==> src/logic/rpe_map.svh <==
`ifndef RPE_MAP_SVH
`define RPE_MAP_SVH
// ==========================================================
// clock and sample timing
`define RPE_CLK_HZ 125000000
`define RPE_OSR_HZ 900000
`define RPE_SAMPLE_DIV (`RPE_CLK_HZ / `RPE_OSR_HZ)
`define RPE_MCLK_HZ 3579500
`define RPE_MCLK_PER_SAMPLE 4
`define RPE_LR_PULSE_MS 275
`define RPE_LR_PULSE_CYC (`RPE_LR_PULSE_MS * (`RPE_CLK_HZ / 1000))
`define RPE_CP_PULSE_US 90
`define RPE_CP_PULSE_CYC (`RPE_CP_PULSE_US * (`RPE_CLK_HZ / 1000000))
// ==========================================================
// datapath widths and filter shifts
`define RPE_SAMPLE_W 16
`define RPE_HP_W 17
`define RPE_PROD_W 33
`define RPE_ACC_W 56
`define RPE_HPF_SHIFT 12
`define RPE_LPF_CORNER_DHZ 89
`define RPE_LPF_SHIFT 14
`define RPE_CP_SHIFT_LO 6
`define RPE_CP_SHIFT_HI 7
`define RPE_FIFO_W 32
`define RPE_FIFO_D 4
`define RPE_PEND_MAX 4'hF
// ==========================================================
// register map (byte addresses)
`define RPE_ADR_CTRL 8'h00
`define RPE_ADR_STATUS 8'h04
`define RPE_ADR_LR_THRESH 8'h08
`define RPE_ADR_CAL_COUNT 8'h0C
`define RPE_ADR_LR_COUNT 8'h10
`define RPE_ADR_POWER 8'h14
`define RPE_CTRL_RUN_BIT 0
`define RPE_CTRL_CLR_BIT 1
`define RPE_CTRL_RST 1'b1
`define RPE_LR_THRESH_RST 32'h0001_0000
`endif

==> src/logic/rpe_pkg.sv <==
package rpe_pkg;
  // low-rate stepper phases, gray along the loop
  typedef enum logic [1:0] {
    RPE_LR_IDLE_A = 2'b00,
    RPE_LR_DRIVE_A = 2'b01,
    RPE_LR_IDLE_B = 2'b11,
    RPE_LR_DRIVE_B = 2'b10
  } rpe_lr_state_t;
endpackage

==> src/logic/rpe_power_engine.sv <==
`timescale 1ns/1ps
`include "rpe_map.svh"
// Notes on behaviour
// - take 16-bit current/voltage samples at 900 kHz
// - high-pass removes dc from current when on
// - filter enable pin high turns high-pass on
// - instantaneous power is current times voltage
// - low-pass power product to get real power
// - low-pass is first order, corner near 8.9 Hz
// - low-rate pulses from long real power accumulation
// - two alternating outputs drive counter or stepper
// - calibration pulses faster, shorter integration
// - rate-select pin scales calibration pulse frequency
// - reverse flag high on negative real power
// - reverse flag not latched, clears on positive
// - reverse flag changes only with calibration pulse
// - rates derived from 3.5795 MHz nominal master clock; the code derives them from the 125 MHz I_CLK
// - reset low clears accumulators and counters; run bit resets high, threshold to 0x0001_0000
module rpe_power_engine import rpe_pkg::*; #(
  parameter int unsigned LR_PULSE_CYC = `RPE_LR_PULSE_CYC,
  parameter int unsigned CP_PULSE_CYC = `RPE_CP_PULSE_CYC
) (
  input wire logic I_CLK, // 125 MHz master clock
  input wire logic I_RESET_N, // async reset, active low
  input wire logic [15:0] I_CUR_SAMPLE, // current sample, signed
  input wire logic [15:0] I_VOLT_SAMPLE, // voltage sample, signed
  input wire logic I_SAMPLE_VALID, // sample pair offered
  output logic O_SAMPLE_READY, // sample pair accepted
  input wire logic I_CURRENT_HPF_ENABLE, // high-pass on when high
  input wire logic I_CALIBRATION_RATE_SELECT, // calibration scaling
  output logic O_LOW_RATE_PULSE_A, // low-rate phase a
  output logic O_LOW_RATE_PULSE_B, // low-rate phase b
  output logic O_CALIBRATION_PULSE_OUT, // calibration pulse
  output logic O_REVERSE_POWER_FLAG, // negative power seen
  input wire logic I_WB_CYC, // wishbone cycle
  input wire logic I_WB_STB, // wishbone strobe
  input wire logic I_WB_WE, // wishbone write
  input wire logic [7:0] I_WB_ADR, // wishbone byte address
  input wire logic [3:0] I_WB_SEL, // wishbone byte lanes
  input wire logic [31:0] I_WB_DAT, // wishbone write data
  output logic [31:0] O_WB_DAT, // wishbone read data
  output logic O_WB_ACK // wishbone acknowledge
);
  // =====================================================
  // declarations
  localparam logic [7:0] DIV_LAST = 8'(`RPE_SAMPLE_DIV - 1);
  localparam logic [31:0] LR_CYC = 32'(LR_PULSE_CYC);
  localparam logic [31:0] CP_CYC = 32'(CP_PULSE_CYC);

  logic [7:0] div_q;
  logic tick_w;
  logic fifo_valid_w, fifo_ready_w, fire_w;
  logic [`RPE_FIFO_W-1:0] fifo_data_w;
  logic signed [15:0] cur_q, volt_q;
  logic v0_q, v1_q, v2_q;
  logic signed [15:0] dc_w;
  logic signed [`RPE_HP_W-1:0] hp_w;
  logic signed [`RPE_PROD_W-1:0] prod_w, prod_q, lp_w;
  logic signed [`RPE_ACC_W-1:0] add_w, lr_th_w, cp_th_w;
  logic signed [`RPE_ACC_W-1:0] cp_acc_q, cp_sum_w, cp_acc_d;
  logic signed [`RPE_ACC_W-1:0] lr_acc_q, lr_sum_w, lr_acc_d;
  logic cp_pos_w, cp_neg_w, cp_evt_w, lr_evt_w;
  logic cp_pend_q, cp_pend_neg_q, cp_start_w;
  logic [31:0] cp_cnt_q, cp_cnt_d;
  logic cp_out_q, rev_q;
  rpe_lr_state_t lr_state_q, lr_state_d;
  logic [31:0] lr_cnt_q, lr_cnt_d;
  logic [3:0] lr_pend_q;
  logic lr_idle_w, lr_take_w, lr_a_q, lr_b_q;
  logic run_q;
  logic [31:0] lr_thresh_q, cal_count_q, lr_count_q;
  logic wb_req_w, wb_wr_w, ack_q;
  logic sel_ctrl_w, sel_stat_w, sel_thr_w, sel_calc_w, sel_lrc_w, sel_pow_w;
  logic clr_cnt_w;
  logic [31:0] status_w, rd_mux_w, rd_q;

  // =====================================================
  // oversample enable: 125 MHz / 900 kHz, one pulse per sample slot
  // the 3.5795 MHz nominal master clock gives the same 900 kHz
  // as master / 4, so all filter constants keep their meaning
  assign tick_w = (div_q == DIV_LAST);

  always_ff @(posedge I_CLK or negedge I_RESET_N) begin
    if (!I_RESET_N) begin
      div_q <= 8'h00;
    end else begin
      div_q <= tick_w ? 8'h00 : div_q + 8'h01;
    end
  end

  // =====================================================
  // sample fifo: the source stalls on O_SAMPLE_READY when the
  // oversample slots drain slower than samples arrive
  rpe_fifo #(
    .W(`RPE_FIFO_W),
    .D(`RPE_FIFO_D)
  ) u_fifo (
    .i_clk(I_CLK),
    .i_reset_n(I_RESET_N),
    .i_wr_valid(I_SAMPLE_VALID),
    .o_wr_ready(O_SAMPLE_READY),
    .i_wr_data({I_CUR_SAMPLE, I_VOLT_SAMPLE}),
    .o_rd_valid(fifo_valid_w),
    .i_rd_ready(fifo_ready_w),
    .o_rd_data(fifo_data_w)
  );

  // one pair per slot, and only while running
  assign fifo_ready_w = tick_w & run_q;
  assign fire_w = fifo_valid_w & fifo_ready_w;

  // stage 0: capture the 16-bit pair
  always_ff @(posedge I_CLK or negedge I_RESET_N) begin
    if (!I_RESET_N) begin
      cur_q <= 16'sh0000;
      volt_q <= 16'sh0000;
      v0_q <= 1'b0;
      v1_q <= 1'b0;
      v2_q <= 1'b0;
      prod_q <= '0;
    end else begin
      if (fire_w) begin
        cur_q <= fifo_data_w[31:16];
        volt_q <= fifo_data_w[15:0];
      end
      v0_q <= fire_w;
      v1_q <= v0_q;
      v2_q <= v1_q;
      if (v0_q) begin
        prod_q <= prod_w;
      end
    end
  end

  // =====================================================
  // current high-pass: track dc with a slow low-pass and subtract
  // estimator freezes while bypassed so re-enable settles quickly
  rpe_iir1 #(
    .W(`RPE_SAMPLE_W),
    .K(`RPE_HPF_SHIFT)
  ) u_dc_track (
    .i_clk(I_CLK),
    .i_reset_n(I_RESET_N),
    .i_en(v0_q & I_CURRENT_HPF_ENABLE),
    .i_x(cur_q),
    .o_y(dc_w)
  );

  // pin high selects the filtered current
  assign hp_w = I_CURRENT_HPF_ENABLE ? (17'(cur_q) - 17'(dc_w)) : 17'(cur_q);

  // direct product, full 33-bit precision
  assign prod_w = 33'(hp_w) * 33'(volt_q);

  // =====================================================
  // real-power low-pass: first order, alpha 2^-14 at 900 kHz
  // gives a corner of about 8.7 Hz, nearest power of two to 8.9 Hz
  rpe_iir1 #(
    .W(`RPE_PROD_W),
    .K(`RPE_LPF_SHIFT)
  ) u_power_lpf (
    .i_clk(I_CLK),
    .i_reset_n(I_RESET_N),
    .i_en(v1_q),
    .i_x(prod_q),
    .o_y(lp_w)
  );

  // =====================================================
  // digital-to-frequency: signed accumulators against thresholds
  // calibration threshold is the low-rate one shifted down
  assign add_w = `RPE_ACC_W'(lp_w);
  assign lr_th_w = `RPE_ACC_W'({lr_thresh_q, 16'h0000});
  assign cp_th_w = I_CALIBRATION_RATE_SELECT ? (lr_th_w >>> `RPE_CP_SHIFT_HI)
                                             : (lr_th_w >>> `RPE_CP_SHIFT_LO);

  // calibration accumulator, short integration
  assign cp_sum_w = cp_acc_q + add_w;
  assign cp_pos_w = v2_q & (cp_sum_w >= cp_th_w);
  assign cp_neg_w = v2_q & ~cp_pos_w & (cp_sum_w <= -cp_th_w);
  assign cp_evt_w = cp_pos_w | cp_neg_w;
  assign cp_acc_d = !v2_q ? cp_acc_q :
                    cp_pos_w ? (cp_sum_w - cp_th_w) :
                    cp_neg_w ? (cp_sum_w + cp_th_w) : cp_sum_w;

  // low-rate accumulator, long integration averages out 2x line ripple
  assign lr_sum_w = lr_acc_q + add_w;
  assign lr_evt_w = v2_q & ((lr_sum_w >= lr_th_w) | (lr_sum_w <= -lr_th_w));
  assign lr_acc_d = !v2_q ? lr_acc_q :
                    (lr_sum_w >= lr_th_w) ? (lr_sum_w - lr_th_w) :
                    (lr_sum_w <= -lr_th_w) ? (lr_sum_w + lr_th_w) : lr_sum_w;

  always_ff @(posedge I_CLK or negedge I_RESET_N) begin
    if (!I_RESET_N) begin
      cp_acc_q <= '0;
      lr_acc_q <= '0;
    end else begin
      cp_acc_q <= cp_acc_d;
      lr_acc_q <= lr_acc_d;
    end
  end

  // =====================================================
  // calibration pulse: high CP_CYC, then low at least CP_CYC + 1 before the next
  // one pulse may wait; a second event while waiting merges into it
  assign cp_start_w = cp_pend_q & (cp_cnt_q == 32'h0000_0000);
  assign cp_cnt_d = cp_start_w ? {CP_CYC[30:0], 1'b0} :
                    (cp_cnt_q != 32'h0000_0000) ? cp_cnt_q - 32'h0000_0001 : cp_cnt_q;

  always_ff @(posedge I_CLK or negedge I_RESET_N) begin
    if (!I_RESET_N) begin
      cp_pend_q <= 1'b0;
      cp_pend_neg_q <= 1'b0;
      cp_cnt_q <= 32'h0000_0000;
      cp_out_q <= 1'b0;
      rev_q <= 1'b0;
    end else begin
      // a new event wins over the clear of the pending bit
      cp_pend_q <= cp_evt_w | (cp_pend_q & ~cp_start_w);
      if (cp_evt_w) begin
        cp_pend_neg_q <= cp_neg_w;
      end
      cp_cnt_q <= cp_cnt_d;
      cp_out_q <= (cp_cnt_d > CP_CYC);
      if (cp_start_w) begin
        rev_q <= cp_pend_neg_q;
      end
    end
  end

  // =====================================================
  // low-rate stepper drive: pulses alternate a, b, a, b so a
  // two-phase motor steps; each pulse lasts LR_CYC and each gap at least LR_CYC
  assign lr_idle_w = (lr_state_q == RPE_LR_IDLE_A) | (lr_state_q == RPE_LR_IDLE_B);
  assign lr_take_w = lr_idle_w & (lr_cnt_q == 32'h0000_0000) & (lr_pend_q != 4'h0);

  always_comb begin
    lr_state_d = lr_state_q;
    lr_cnt_d = (lr_cnt_q != 32'h0000_0000) ? lr_cnt_q - 32'h0000_0001 : lr_cnt_q;
    case (lr_state_q)
      RPE_LR_IDLE_A: begin
        if (lr_take_w) begin
          lr_state_d = RPE_LR_DRIVE_A;
          lr_cnt_d = LR_CYC - 32'h0000_0001;
        end
      end
      RPE_LR_DRIVE_A: begin
        if (lr_cnt_q == 32'h0000_0000) begin
          lr_state_d = RPE_LR_IDLE_B;
          lr_cnt_d = LR_CYC - 32'h0000_0001;
        end
      end
      RPE_LR_IDLE_B: begin
        if (lr_take_w) begin
          lr_state_d = RPE_LR_DRIVE_B;
          lr_cnt_d = LR_CYC - 32'h0000_0001;
        end
      end
      RPE_LR_DRIVE_B: begin
        if (lr_cnt_q == 32'h0000_0000) begin
          lr_state_d = RPE_LR_IDLE_A;
          lr_cnt_d = LR_CYC - 32'h0000_0001;
        end
      end
      default: begin
        lr_state_d = RPE_LR_IDLE_A;
        lr_cnt_d = 32'h0000_0000;
      end
    endcase
  end

  always_ff @(posedge I_CLK or negedge I_RESET_N) begin
    if (!I_RESET_N) begin
      lr_state_q <= RPE_LR_IDLE_A;
      lr_cnt_q <= 32'h0000_0000;
      lr_pend_q <= 4'h0;
      lr_a_q <= 1'b0;
      lr_b_q <= 1'b0;
    end else begin
      lr_state_q <= lr_state_d;
      lr_cnt_q <= lr_cnt_d;
      // backlog saturates; a meter rarely outruns a 275 ms pulse
      if (lr_evt_w && !lr_take_w && lr_pend_q != `RPE_PEND_MAX) begin
        lr_pend_q <= lr_pend_q + 4'h1;
      end else if (!lr_evt_w && lr_take_w) begin
        lr_pend_q <= lr_pend_q - 4'h1;
      end
      lr_a_q <= (lr_state_d == RPE_LR_DRIVE_A);
      lr_b_q <= (lr_state_d == RPE_LR_DRIVE_B);
    end
  end

  assign O_LOW_RATE_PULSE_A = lr_a_q;
  assign O_LOW_RATE_PULSE_B = lr_b_q;
  assign O_CALIBRATION_PULSE_OUT = cp_out_q;
  assign O_REVERSE_POWER_FLAG = rev_q;

  // =====================================================
  // wishbone slave: ack one cycle after the request, dropped next
  assign wb_req_w = I_WB_CYC & I_WB_STB;
  assign wb_wr_w = wb_req_w & I_WB_WE & ack_q;
  assign sel_ctrl_w = (I_WB_ADR == `RPE_ADR_CTRL);
  assign sel_stat_w = (I_WB_ADR == `RPE_ADR_STATUS);
  assign sel_thr_w = (I_WB_ADR == `RPE_ADR_LR_THRESH);
  assign sel_calc_w = (I_WB_ADR == `RPE_ADR_CAL_COUNT);
  assign sel_lrc_w = (I_WB_ADR == `RPE_ADR_LR_COUNT);
  assign sel_pow_w = (I_WB_ADR == `RPE_ADR_POWER);
  assign clr_cnt_w = wb_wr_w & sel_ctrl_w & I_WB_SEL[0] & I_WB_DAT[`RPE_CTRL_CLR_BIT];

  // status shows live block state
  assign status_w = {20'h0_0000, lr_pend_q, 2'b00, lr_state_q, cp_pend_q, cp_out_q,
                     I_CURRENT_HPF_ENABLE, rev_q};

  // unmapped addresses read zero and still ack
  assign rd_mux_w = sel_ctrl_w ? {31'h0000_0000, run_q} :
                    sel_stat_w ? status_w :
                    sel_thr_w ? lr_thresh_q :
                    sel_calc_w ? cal_count_q :
                    sel_lrc_w ? lr_count_q :
                    sel_pow_w ? lp_w[32:1] : 32'h0000_0000;

  always_ff @(posedge I_CLK or negedge I_RESET_N) begin
    if (!I_RESET_N) begin
      ack_q <= 1'b0;
      rd_q <= 32'h0000_0000;
      run_q <= `RPE_CTRL_RST;
    end else begin
      ack_q <= wb_req_w & ~ack_q;
      if (wb_req_w && !ack_q) begin
        rd_q <= rd_mux_w;
      end
      if (wb_wr_w && sel_ctrl_w && I_WB_SEL[0]) begin
        run_q <= I_WB_DAT[`RPE_CTRL_RUN_BIT];
      end
    end
  end

  // threshold written per byte lane
  genvar b;
  generate
    for (b = 0; b < 4; b++) begin : g_thr_lane
      always_ff @(posedge I_CLK or negedge I_RESET_N) begin
        if (!I_RESET_N) begin
          lr_thresh_q[b*8 +: 8] <= 8'(`RPE_LR_THRESH_RST >> (b * 8));
        end else if (wb_wr_w && sel_thr_w && I_WB_SEL[b]) begin
          lr_thresh_q[b*8 +: 8] <= I_WB_DAT[b*8 +: 8];
        end
      end
    end
  endgenerate

  // pulse counters; a count arriving with a clear is kept
  always_ff @(posedge I_CLK or negedge I_RESET_N) begin
    if (!I_RESET_N) begin
      cal_count_q <= 32'h0000_0000;
      lr_count_q <= 32'h0000_0000;
    end else begin
      cal_count_q <= clr_cnt_w ? 32'(cp_start_w) : cal_count_q + 32'(cp_start_w);
      lr_count_q <= clr_cnt_w ? 32'(lr_take_w) : lr_count_q + 32'(lr_take_w);
    end
  end

  assign O_WB_ACK = ack_q;
  assign O_WB_DAT = rd_q;
endmodule

==> src/logic/rpe_fifo.sv <==
`timescale 1ns/1ps
module rpe_fifo #(
  parameter int W = 32,
  parameter int D = 4
) (
  input wire logic i_clk, // master clock
  input wire logic i_reset_n, // async reset, active low
  input wire logic i_wr_valid, // source offers a word
  output logic o_wr_ready, // room for a word
  input wire logic [W-1:0] i_wr_data, // word in
  output logic o_rd_valid, // word available
  input wire logic i_rd_ready, // drain takes the word
  output logic [W-1:0] o_rd_data // head word
);
  localparam int AW = $clog2(D);
  localparam int CW = $clog2(D + 1);
  logic [W-1:0] mem_q [D];
  logic [AW-1:0] wr_ptr_q, rd_ptr_q;
  logic [CW-1:0] count_q;
  logic push_w, pop_w;

  // =====================================================
  // handshakes: honest full and empty
  assign o_wr_ready = (count_q != CW'(D));
  assign o_rd_valid = (count_q != '0);
  assign push_w = i_wr_valid & o_wr_ready;
  assign pop_w = o_rd_valid & i_rd_ready;
  assign o_rd_data = mem_q[rd_ptr_q];

  // storage, no reset needed for data words
  always_ff @(posedge i_clk) begin
    if (push_w) begin
      mem_q[wr_ptr_q] <= i_wr_data;
    end
  end

  // pointers wrap at depth
  always_ff @(posedge i_clk or negedge i_reset_n) begin
    if (!i_reset_n) begin
      wr_ptr_q <= '0;
      rd_ptr_q <= '0;
      count_q <= '0;
    end else begin
      if (push_w) begin
        wr_ptr_q <= (wr_ptr_q == AW'(D - 1)) ? '0 : wr_ptr_q + 1'b1;
      end
      if (pop_w) begin
        rd_ptr_q <= (rd_ptr_q == AW'(D - 1)) ? '0 : rd_ptr_q + 1'b1;
      end
      count_q <= count_q + CW'(push_w) - CW'(pop_w);
    end
  end
endmodule

==> src/logic/rpe_iir1.sv <==
`timescale 1ns/1ps
module rpe_iir1 #(
  parameter int W = 16,
  parameter int K = 12
) (
  input wire logic i_clk, // master clock
  input wire logic i_reset_n, // async reset, active low
  input wire logic i_en, // one update per sample
  input wire logic signed [W-1:0] i_x, // filter input
  output logic signed [W-1:0] o_y // low-pass state
);
  logic signed [W+K:0] acc_q, acc_d, x_w, diff_w;

  // =====================================================
  // first-order section: y += (x - y) / 2^K
  // fractional bits kept so tiny inputs still move the state
  assign x_w = {i_x[W-1], i_x, {K{1'b0}}};
  assign diff_w = x_w - acc_q;
  assign acc_d = acc_q + (diff_w >>> K);
  assign o_y = acc_q[W+K-1:K];

  // state update on sample enable only
  always_ff @(posedge i_clk or negedge i_reset_n) begin
    if (!i_reset_n) begin
      acc_q <= '0;
    end else if (i_en) begin
      acc_q <= acc_d;
    end
  end
endmodule

==> config.mk <==
export PLATFORM = sky130hd
export DESIGN_NAME = rpe_power_engine
export DESIGN_NICKNAME = d
export VERILOG_FILES = /design/src/logic/rpe_pkg.sv /design/src/logic/rpe_power_engine.sv /design/src/logic/rpe_fifo.sv /design/src/logic/rpe_iir1.sv
export VERILOG_INCLUDE_DIRS = /design/src /design/src/logic
export SDC_FILE = /design/constraint.sdc
export NUM_CORES = 2
export LEC_CHECK = 0
export BUFFER_PORTS_ARGS = -buffer_cell sky130_fd_sc_hd__buf_2
export CORE_ASPECT_RATIO = 1.5
export CORE_UTILIZATION = 35
export CTS_CLUSTER_DIAMETER = 60
export DETAILED_ROUTE_END_ITERATION = 12
export GPL_TIMING_DRIVEN = 0
export PLACE_DENSITY = 0.52
export SLEW_MARGIN = 20
export SYNTH_ARGS = -nofsm -noshare
export SYNTH_HDL_FRONTEND = slang
export SYNTH_SLANG_ARGS = --single-unit
export TNS_END_PERCENT = 50
==> constraint.sdc <==
create_clock -name I_CLK -period 10.1 [get_ports I_CLK]
set_clock_uncertainty 0.1 [all_clocks]
set_input_delay 1.01 -clock I_CLK [delete_from_list [all_inputs] [get_ports I_CLK]]
set_output_delay 1.01 -clock I_CLK [all_outputs]
set_load 0.01 [all_outputs]
-- Word level (Yosys, flattened, before mapping)
Memory sizes are Yosys's and may differ from the RTL's. A register that Yosys moved wholly into a read port is not among the register bits.
Index checks and enable logic that the tools add are counted.
W data, S select, Z words.
- bits in registers: 446
- bits in writable memories: 128
- input port bits: 84
- output and inout port bits: 38
- logic and storage cells: 161
- memories kept: 1
- memory list (name ; words ; bits a word ; read ports ; clocked after Yosys merged registers in ; write ports ; RTL line ; text):
    u_fifo.mem_q ; 4 ; 32 ; 1 ; 1 ; 1 ; rpe_fifo.sv:17 ; logic [W-1:0] mem_q [D];
- $add $sub $neg: 24
- multiply operators: 1
- magnitude comparators: 5
- equal/unequal tests: 15
- mux-type cells: 32
- bitwise gates (word level): 26
- reduce and logical (&&, ||, !) cells: 26
- operators by type and width (cell ; number):
    $mux W32 ; 13
    $mux W56 ; 4
    $add A56 B33 Y56 ; 2
    $le A56 B56 Y1 ; 2
    $add A32 B1 Y32 ; 2
    $logic_not A32 Y1 ; 2
    $pmux W32 S2 ; 1
    $reduce_bool A32 Y1 ; 2
    $sub A32 B1 Y32 const B ; 2
    $add A56 B43 Y56 ; 1
    $add A56 B49 Y56 ; 1
    $ge A56 B43 Y1 ; 1
    $ge A56 B49 Y1 ; 1
    $neg A42 Y56 ; 1
    $neg A48 Y56 ; 1
    $sub A56 B43 Y56 ; 1
    $sub A56 B49 Y56 ; 1
    $add A48 B34 Y48 ; 1
    $sub A47 B48 Y48 ; 1
    $mux W42 ; 1
    $mul A17 B16 Y33 ; 1
    $gt A32 B14 Y1 const B ; 1
    $add A29 B17 Y29 ; 1
    $sub A28 B29 Y29 ; 1
    other kinds (32) ; 84

-- Logic depth before layout (Yosys ltp)
- word-level depth: 8
- depth in mapped cells: 40
- mapped depth without buffers: 38

-- Hierarchy
Synthesis repeated with hierarchy kept, for this count alone.
- cells, all modules: 7352
- area total of the unflattened synthesis: 63053.0 sq um
- modules (own cells, without submodules) (module ; instances ; cells an instance ; area an instance (sq um) ; seq. area each (sq um)):
    rpe_power_engine ; 1 ; 5954 ; 48201.2 ; 9862.0
    rpe_iir1 at u_power_lpf ; 1 ; 811 ; 6470.0 ; 1201.2
    rpe_fifo ; 1 ; 206 ; 5057.4 ; 4018.9
    rpe_iir1 at u_dc_track ; 1 ; 381 ; 3324.4 ; 725.7

-- Least setup slack after synthesis
OpenSTA, ideal clock, no wires.
- path type: input to register
- start point: input port I_CALIBRATION_RATE_SELECT
- end point: register cp_acc_q[25]
- library setup time: 0.099 ns
- arrival time: 8.330 ns
- data required time: 9.901 ns
- slack: 1.570 ns
- stages on the path: 31
- buffers on the path: 8
- cells stage by stage: clkbuf_1 > clkbuf_1 > clkbuf_1 > clkbuf_1 > buf_1 > clkbuf_1 > o21a_1 > ha_1 > nand4_1 > nor3_1 > and3_1 > and3_1 > and2_1 > and4_1 > clkbuf_1 > nand4_1 > nor4_1 > ha_1 > a21o_1 > a21o_1 > a21o_1 > a211oi_1 > o21bai_1 > a211o_1 > or2_2 > o21ai_1 > nor4b_1 > a31oi_1 > clkbuf_1 > o22ai_1 > a311oi_1
- cells in the longest elaborated chain, start to end: 8
- elaborated cells between the ends (all ways): 12
- those cells by class: 3 x add/sub; 2 x order compare; 3 x mux; 4 x bitwise
- ends and longest elaborated chain (what ; RTL line ; text):
    start, declared ; rpe_power_engine.sv:30 ; input wire logic I_CALIBRATION_RATE_SELECT,
    $mux W42 (*) ; rpe_power_engine.sv:174 ; assign cp_th_w = I_CALIBRATION_RATE_SELECT ? (lr_th_w >>> `RPE_CP_SHIFT_HI)
    branches (longest 6 deep; another with $neg A42 Y56) ; n/a ;
    $mux W56 (*) ; rpe_power_engine.sv:183 ; cp_pos_w ? (cp_sum_w - cp_th_w) :
    end signal, assigned ; rpe_power_engine.sv:198 ; cp_acc_q <= cp_acc_d;
    end, declared ; rpe_power_engine.sv:60 ; logic signed [`RPE_ACC_W-1:0] cp_acc_q, cp_sum_w, cp_acc_d;
Every way passes the cells marked *.
A chain may end at the register's enable or synchronous reset.

-- Final worst setup path
- start point: register u_power_lpf.acc_q[15]
- end point: register cp_acc_q[12]
- cells in the longest elaborated chain, start to end: 8
- elaborated cells between the ends (all ways): 11
- those cells by class: 3 x add/sub; 2 x order compare; 2 x mux; 4 x bitwise
- ends and longest elaborated chain (what ; RTL line ; text):
    start, declared ; rpe_iir1.sv:12 ; logic signed [W+K:0] acc_q, acc_d, x_w, diff_w;
    start signal, assigned ; rpe_iir1.sv:25 ; acc_q <= '0;
    start signal, assigned ; rpe_iir1.sv:27 ; acc_q <= acc_d;
    $add A56 B33 Y56 (*) ; rpe_power_engine.sv:178 ; assign cp_sum_w = cp_acc_q + add_w;
    $ge A56 B43 Y1 ; rpe_power_engine.sv:179 ; assign cp_pos_w = v2_q & (cp_sum_w >= cp_th_w);
    $and A1 B1 Y1 ; rpe_power_engine.sv:179 ;
    $not A1 Y1 ; rpe_power_engine.sv:180 ; assign cp_neg_w = v2_q & ~cp_pos_w & (cp_sum_w <= -cp_th_w);
    $and A1 B1 Y1 (2 in series) ; rpe_power_engine.sv:180 ;
    $mux W56 ; rpe_power_engine.sv:184 ; cp_neg_w ? (cp_sum_w + cp_th_w) : cp_sum_w;
    $mux W56 (*) ; rpe_power_engine.sv:183 ;
Mark *: on every way between the ends. The rest lies on a longest branch, timed or not.

==> results by group <==
Pwr
  • PD cells: 90.3 nW/um^2
  • Max rail drop VDD: 0.147 mV
  • P_int: 4.49 mW
  • Sequential Power Share: 0.440
  • Psw: 1.54 mW
  • Clock power share: 0.504
  • Leak pwr: 31.8 nW
  • Logic pwr share: 0.055
  • Sw Ratio: 0.255
  • PnR Total Power: 6.03 mW

Synthesis
  • Ys Warns: 0
  • Cells after synthesis: 6767
  • Yosys cell types: 103
  • Async set-reset flop share out of synthesis: 0.789
  • Synthesis-stage register bit count: 606
  • Syn nets: 7698
  • Sequential-to-total area share from yosys stat: 0.263
  • Mapped cell area: 60200 um^2
  • Most used DFF post-synth: dfrtp_1
  • EDFF count, synth: 128
  • Mapped Avg Cell Area: 8.89 um^2

Layout
  • Design area: 66800 um^2
  • Synthesis-to-finish area growth: 11.1%
  • Commonest non-fill, non-tap cell in the layout: inv_1
  • Nets: 7910
  • Most frequent cells in the layout: inv_1, ha_1, nand2_1, nor2_1, dfrtp_1
  • Util after Layout: 0.391
  • Fraction of layout cells with a size suffix above 1: 0.0829

Global route
  • Total track usage: 0.248
  • Vias in the first global route: 52889
  • Largest net degree at the start of global routing: 90
  • Grt ovf: 0
  • First-pass GRT wire length: 326000 um
  • Initial antenna violation count: 8

Place
  • Dpl cell area: 64000 um^2
  • Setup WS pre-CTS: -2.63 ns
  • Half-perimeter wire length after placement: 178000 um
  • Port bufs: 119
  • GPL Wtd Cong: 0.988

Critical path
  • Crit Path Category: reg2reg
  • Crit-path slowest cell: nor3_1
  • Worst R2R Start: u_power_lpf.acc_q[15]
  • CP max stage delay: 0.69 ns
  • Buf/Inv on CP: 3
  • Req. time, crit path: 10.63 ns
  • Reg2Reg Setup Slack: 0.41 ns
  • CP endpoint kind: flop
  • Setup crit start kind: flop
  • CP arrival: 10.22 ns
  • CP max FO: 10
  • Largest delay share family, worst path: compound AO/OA/AOI/OAI gates
  • Worst Reg-to-Reg Cells: 27
  • Worst flop-to-flop path endpoint: cp_acc_q[12]

Routing
  • Initial drt markers: 3009
  • Routed wire length: 216000 um
  • Routed len/inst: 23.2 um
  • ANT nets after route: 0
  • DR vias: 51273
  • Initial DRT Pass Iterations: 8
  • Via density per instance: 5.51
  • Remaining DRCs: 0

Die
  • Die Y-Extent: 510 um
  • I/O pin total: 122
  • Horiz. Die Dim: 341 um
  • # rows: 186
  • Initial Util: 0.352
  • Die area: 174000 um^2
  • CORE AREA: 171000 um^2

Timing
  • Setup TNS: 0 ns
  • Worst rel slew slack: 0.201
  • Unrepaired setup endpoints after global routing: false
  • Fin. Hold Viols: 0
  • Setup violators final: 0
  • Tcrit/Tclk final: 0.959
  • Final Critical Period: 9.69 ns
  • Fin worst setup slack: 0.412 ns
  • FMAX: 103 MHz
  • Max Slew Vio Count: 0
  • Slew @ Worst Pin: 1.20 ns

Clock network
  • Worst-Skew Late Latency: 0.75 ns
  • Num CTS Buffers: 80
  • CTS Hold Buffers Added: 0
  • Clk slew on worst S/H paths: 0.06 ns
  • TritonCTS clock tree: yes
  • Maximum clock path buffer count: 3
  • H-tree depth: 3
  • Clock Tree Root: clkbuf_16
  • # clock sinks: 606

Run status
  • Status: finished clean

Job
  • Max-cap violations: 0

Worst hold path
  • Worst hold-check path type: in2async
[final cells by class]
class / count / area (um^2)
clock buffers: 100 / 2180
repair buffers: 139 / 951
multi-input cells: 5268 / 41100
inverters: 616 / 2320
well taps: 2256 / 2820
fillers: 17516 / 104000
clock inverters: 49 / 613
diodes: 2 / 5.00
flip-flops and latches: 606 / 15800
plain buffers: 268 / 1060
[worst max-delay path by stage]
stage,to,cells after the start,from
floorplan,cp_acc_q[25],31,I_CALIBRATION_RATE_SELECT
global placement,cp_acc_q[39],31,I_CALIBRATION_RATE_SELECT
detailed placement,cp_acc_q[19],31,I_CALIBRATION_RATE_SELECT
CTS,prod_q[32],35,u_dc_track.acc_q[21]
global route,lr_pend_q[3],31,u_power_lpf.acc_q[15]
finish,cp_acc_q[12],27,u_power_lpf.acc_q[15]
[state kept, by name, indices dropped and copies added (netlist names), 2 cells and up]
| name | flops |
|---|---|
| cp_cnt_q | 32 |
| volt_q | 16 |
| u_fifo.count_q | 3 |
| lr_count_q | 32 |
| lr_pend_q | 4 |
| u_dc_track.acc_q | 29 |
| lr_state_q | 2 |
| prod_q | 33 |
| cp_acc_q | 56 |
| u_power_lpf.acc_q | 48 |
| O_WB_DAT | 32 |
| u_fifo.rd_ptr_q | 2 |
| lr_acc_q | 56 |
| cal_count_q | 32 |
| lr_th_w | 32 |
| u_fifo.mem_q | 128 |
| lr_cnt_q | 32 |
| div_q | 8 |
| cur_q | 16 |
| u_fifo.wr_ptr_q | 2 |
[power groups by stage]
stage	combinational, mW	clock, mW	sequential [mW]
finish	0.333	3.04	2.66
global placement	0.301	0	2.70
floorplan	0.164	0	2.69
global route	0.368	3.21	2.66
detailed placement	0.342	0	2.70
CTS	0.343	3.13	2.66
[metal layers]
metal,track usage,up-vias,part of all wire
li1,-,24236,-
met1,0.272,25181,0.38
met2,0.451,1343,0.50
met3,0.0304,513,0.044
met4,0.161,0,0.072
met5,0,-,0
[cell usage after synthesis, types with 88 or more instances]
master | n | area (um^2)
a21o_1 | 199 | 1490
a21oi_1 | 416 | 2080
and2_1 | 168 | 1050
clkbuf_1 | 241 | 905
dfrtp_1 | 476 | 11900
edfxtp_1 | 128 | 3840
fa_1 | 287 | 5750
ha_1 | 560 | 7010
inv_1 | 615 | 2310
mux2_2 | 149 | 1680
mux2i_1 | 88 | 881
nand2_1 | 557 | 2090
nand3_1 | 132 | 661
nand4_1 | 92 | 576
nor2_1 | 505 | 1900
nor3_1 | 129 | 646
o21ai_0 | 336 | 1680
xnor2_1 | 347 | 3040
xor2_1 | 171 | 1500
[worst reg2reg max path, delay by kind of cell, from the launching register on]
family	cells	cell delay, ns
adders and majority gates	2	0.72
buffers and inverters	3	1.23
AOI/OAI and AO/OA	15	5.13
xor gates and xnor gates	1	0.41
DFF	1	0.66
and+or+nand+nor	6	1.37
[metrics by stage]
step / std cells / hold slack (ns)
final: 9304 / 0.129
after global routing: 9303 / 0.150
after CTS: 9308 / 0.0983
after detailed placement: 9156 / 0.269
after global placement: 9142 / 0.263
after floorplan: 6767 / 0.252
[timing repair]
item,in CTS,in global routing
endpoints found under the setup margin,52,43
buffers inserted,4,2
pin swaps,2,1
resized for setup,6,11
[cell families (layout without fill, tap and decap cells)]
| logic type | Yosys count | in the layout | share of synthesized area |
|---|---|---|---|
| buf+inv | 893 | 1172 | 0.0562 |
| xor+xnor | 518 | 518 | 0.0754 |
| flops | 606 | 606 | 0.263 |
| mux | 271 | 271 | 0.0550 |
| fa+ha+maj | 847 | 847 | 0.212 |
| compound gates | 1617 | 1617 | 0.176 |
| simple gates | 2015 | 2015 | 0.163 |
| other cells | 0 | 2 | 0 |
(Power assumes the default switching activity.)
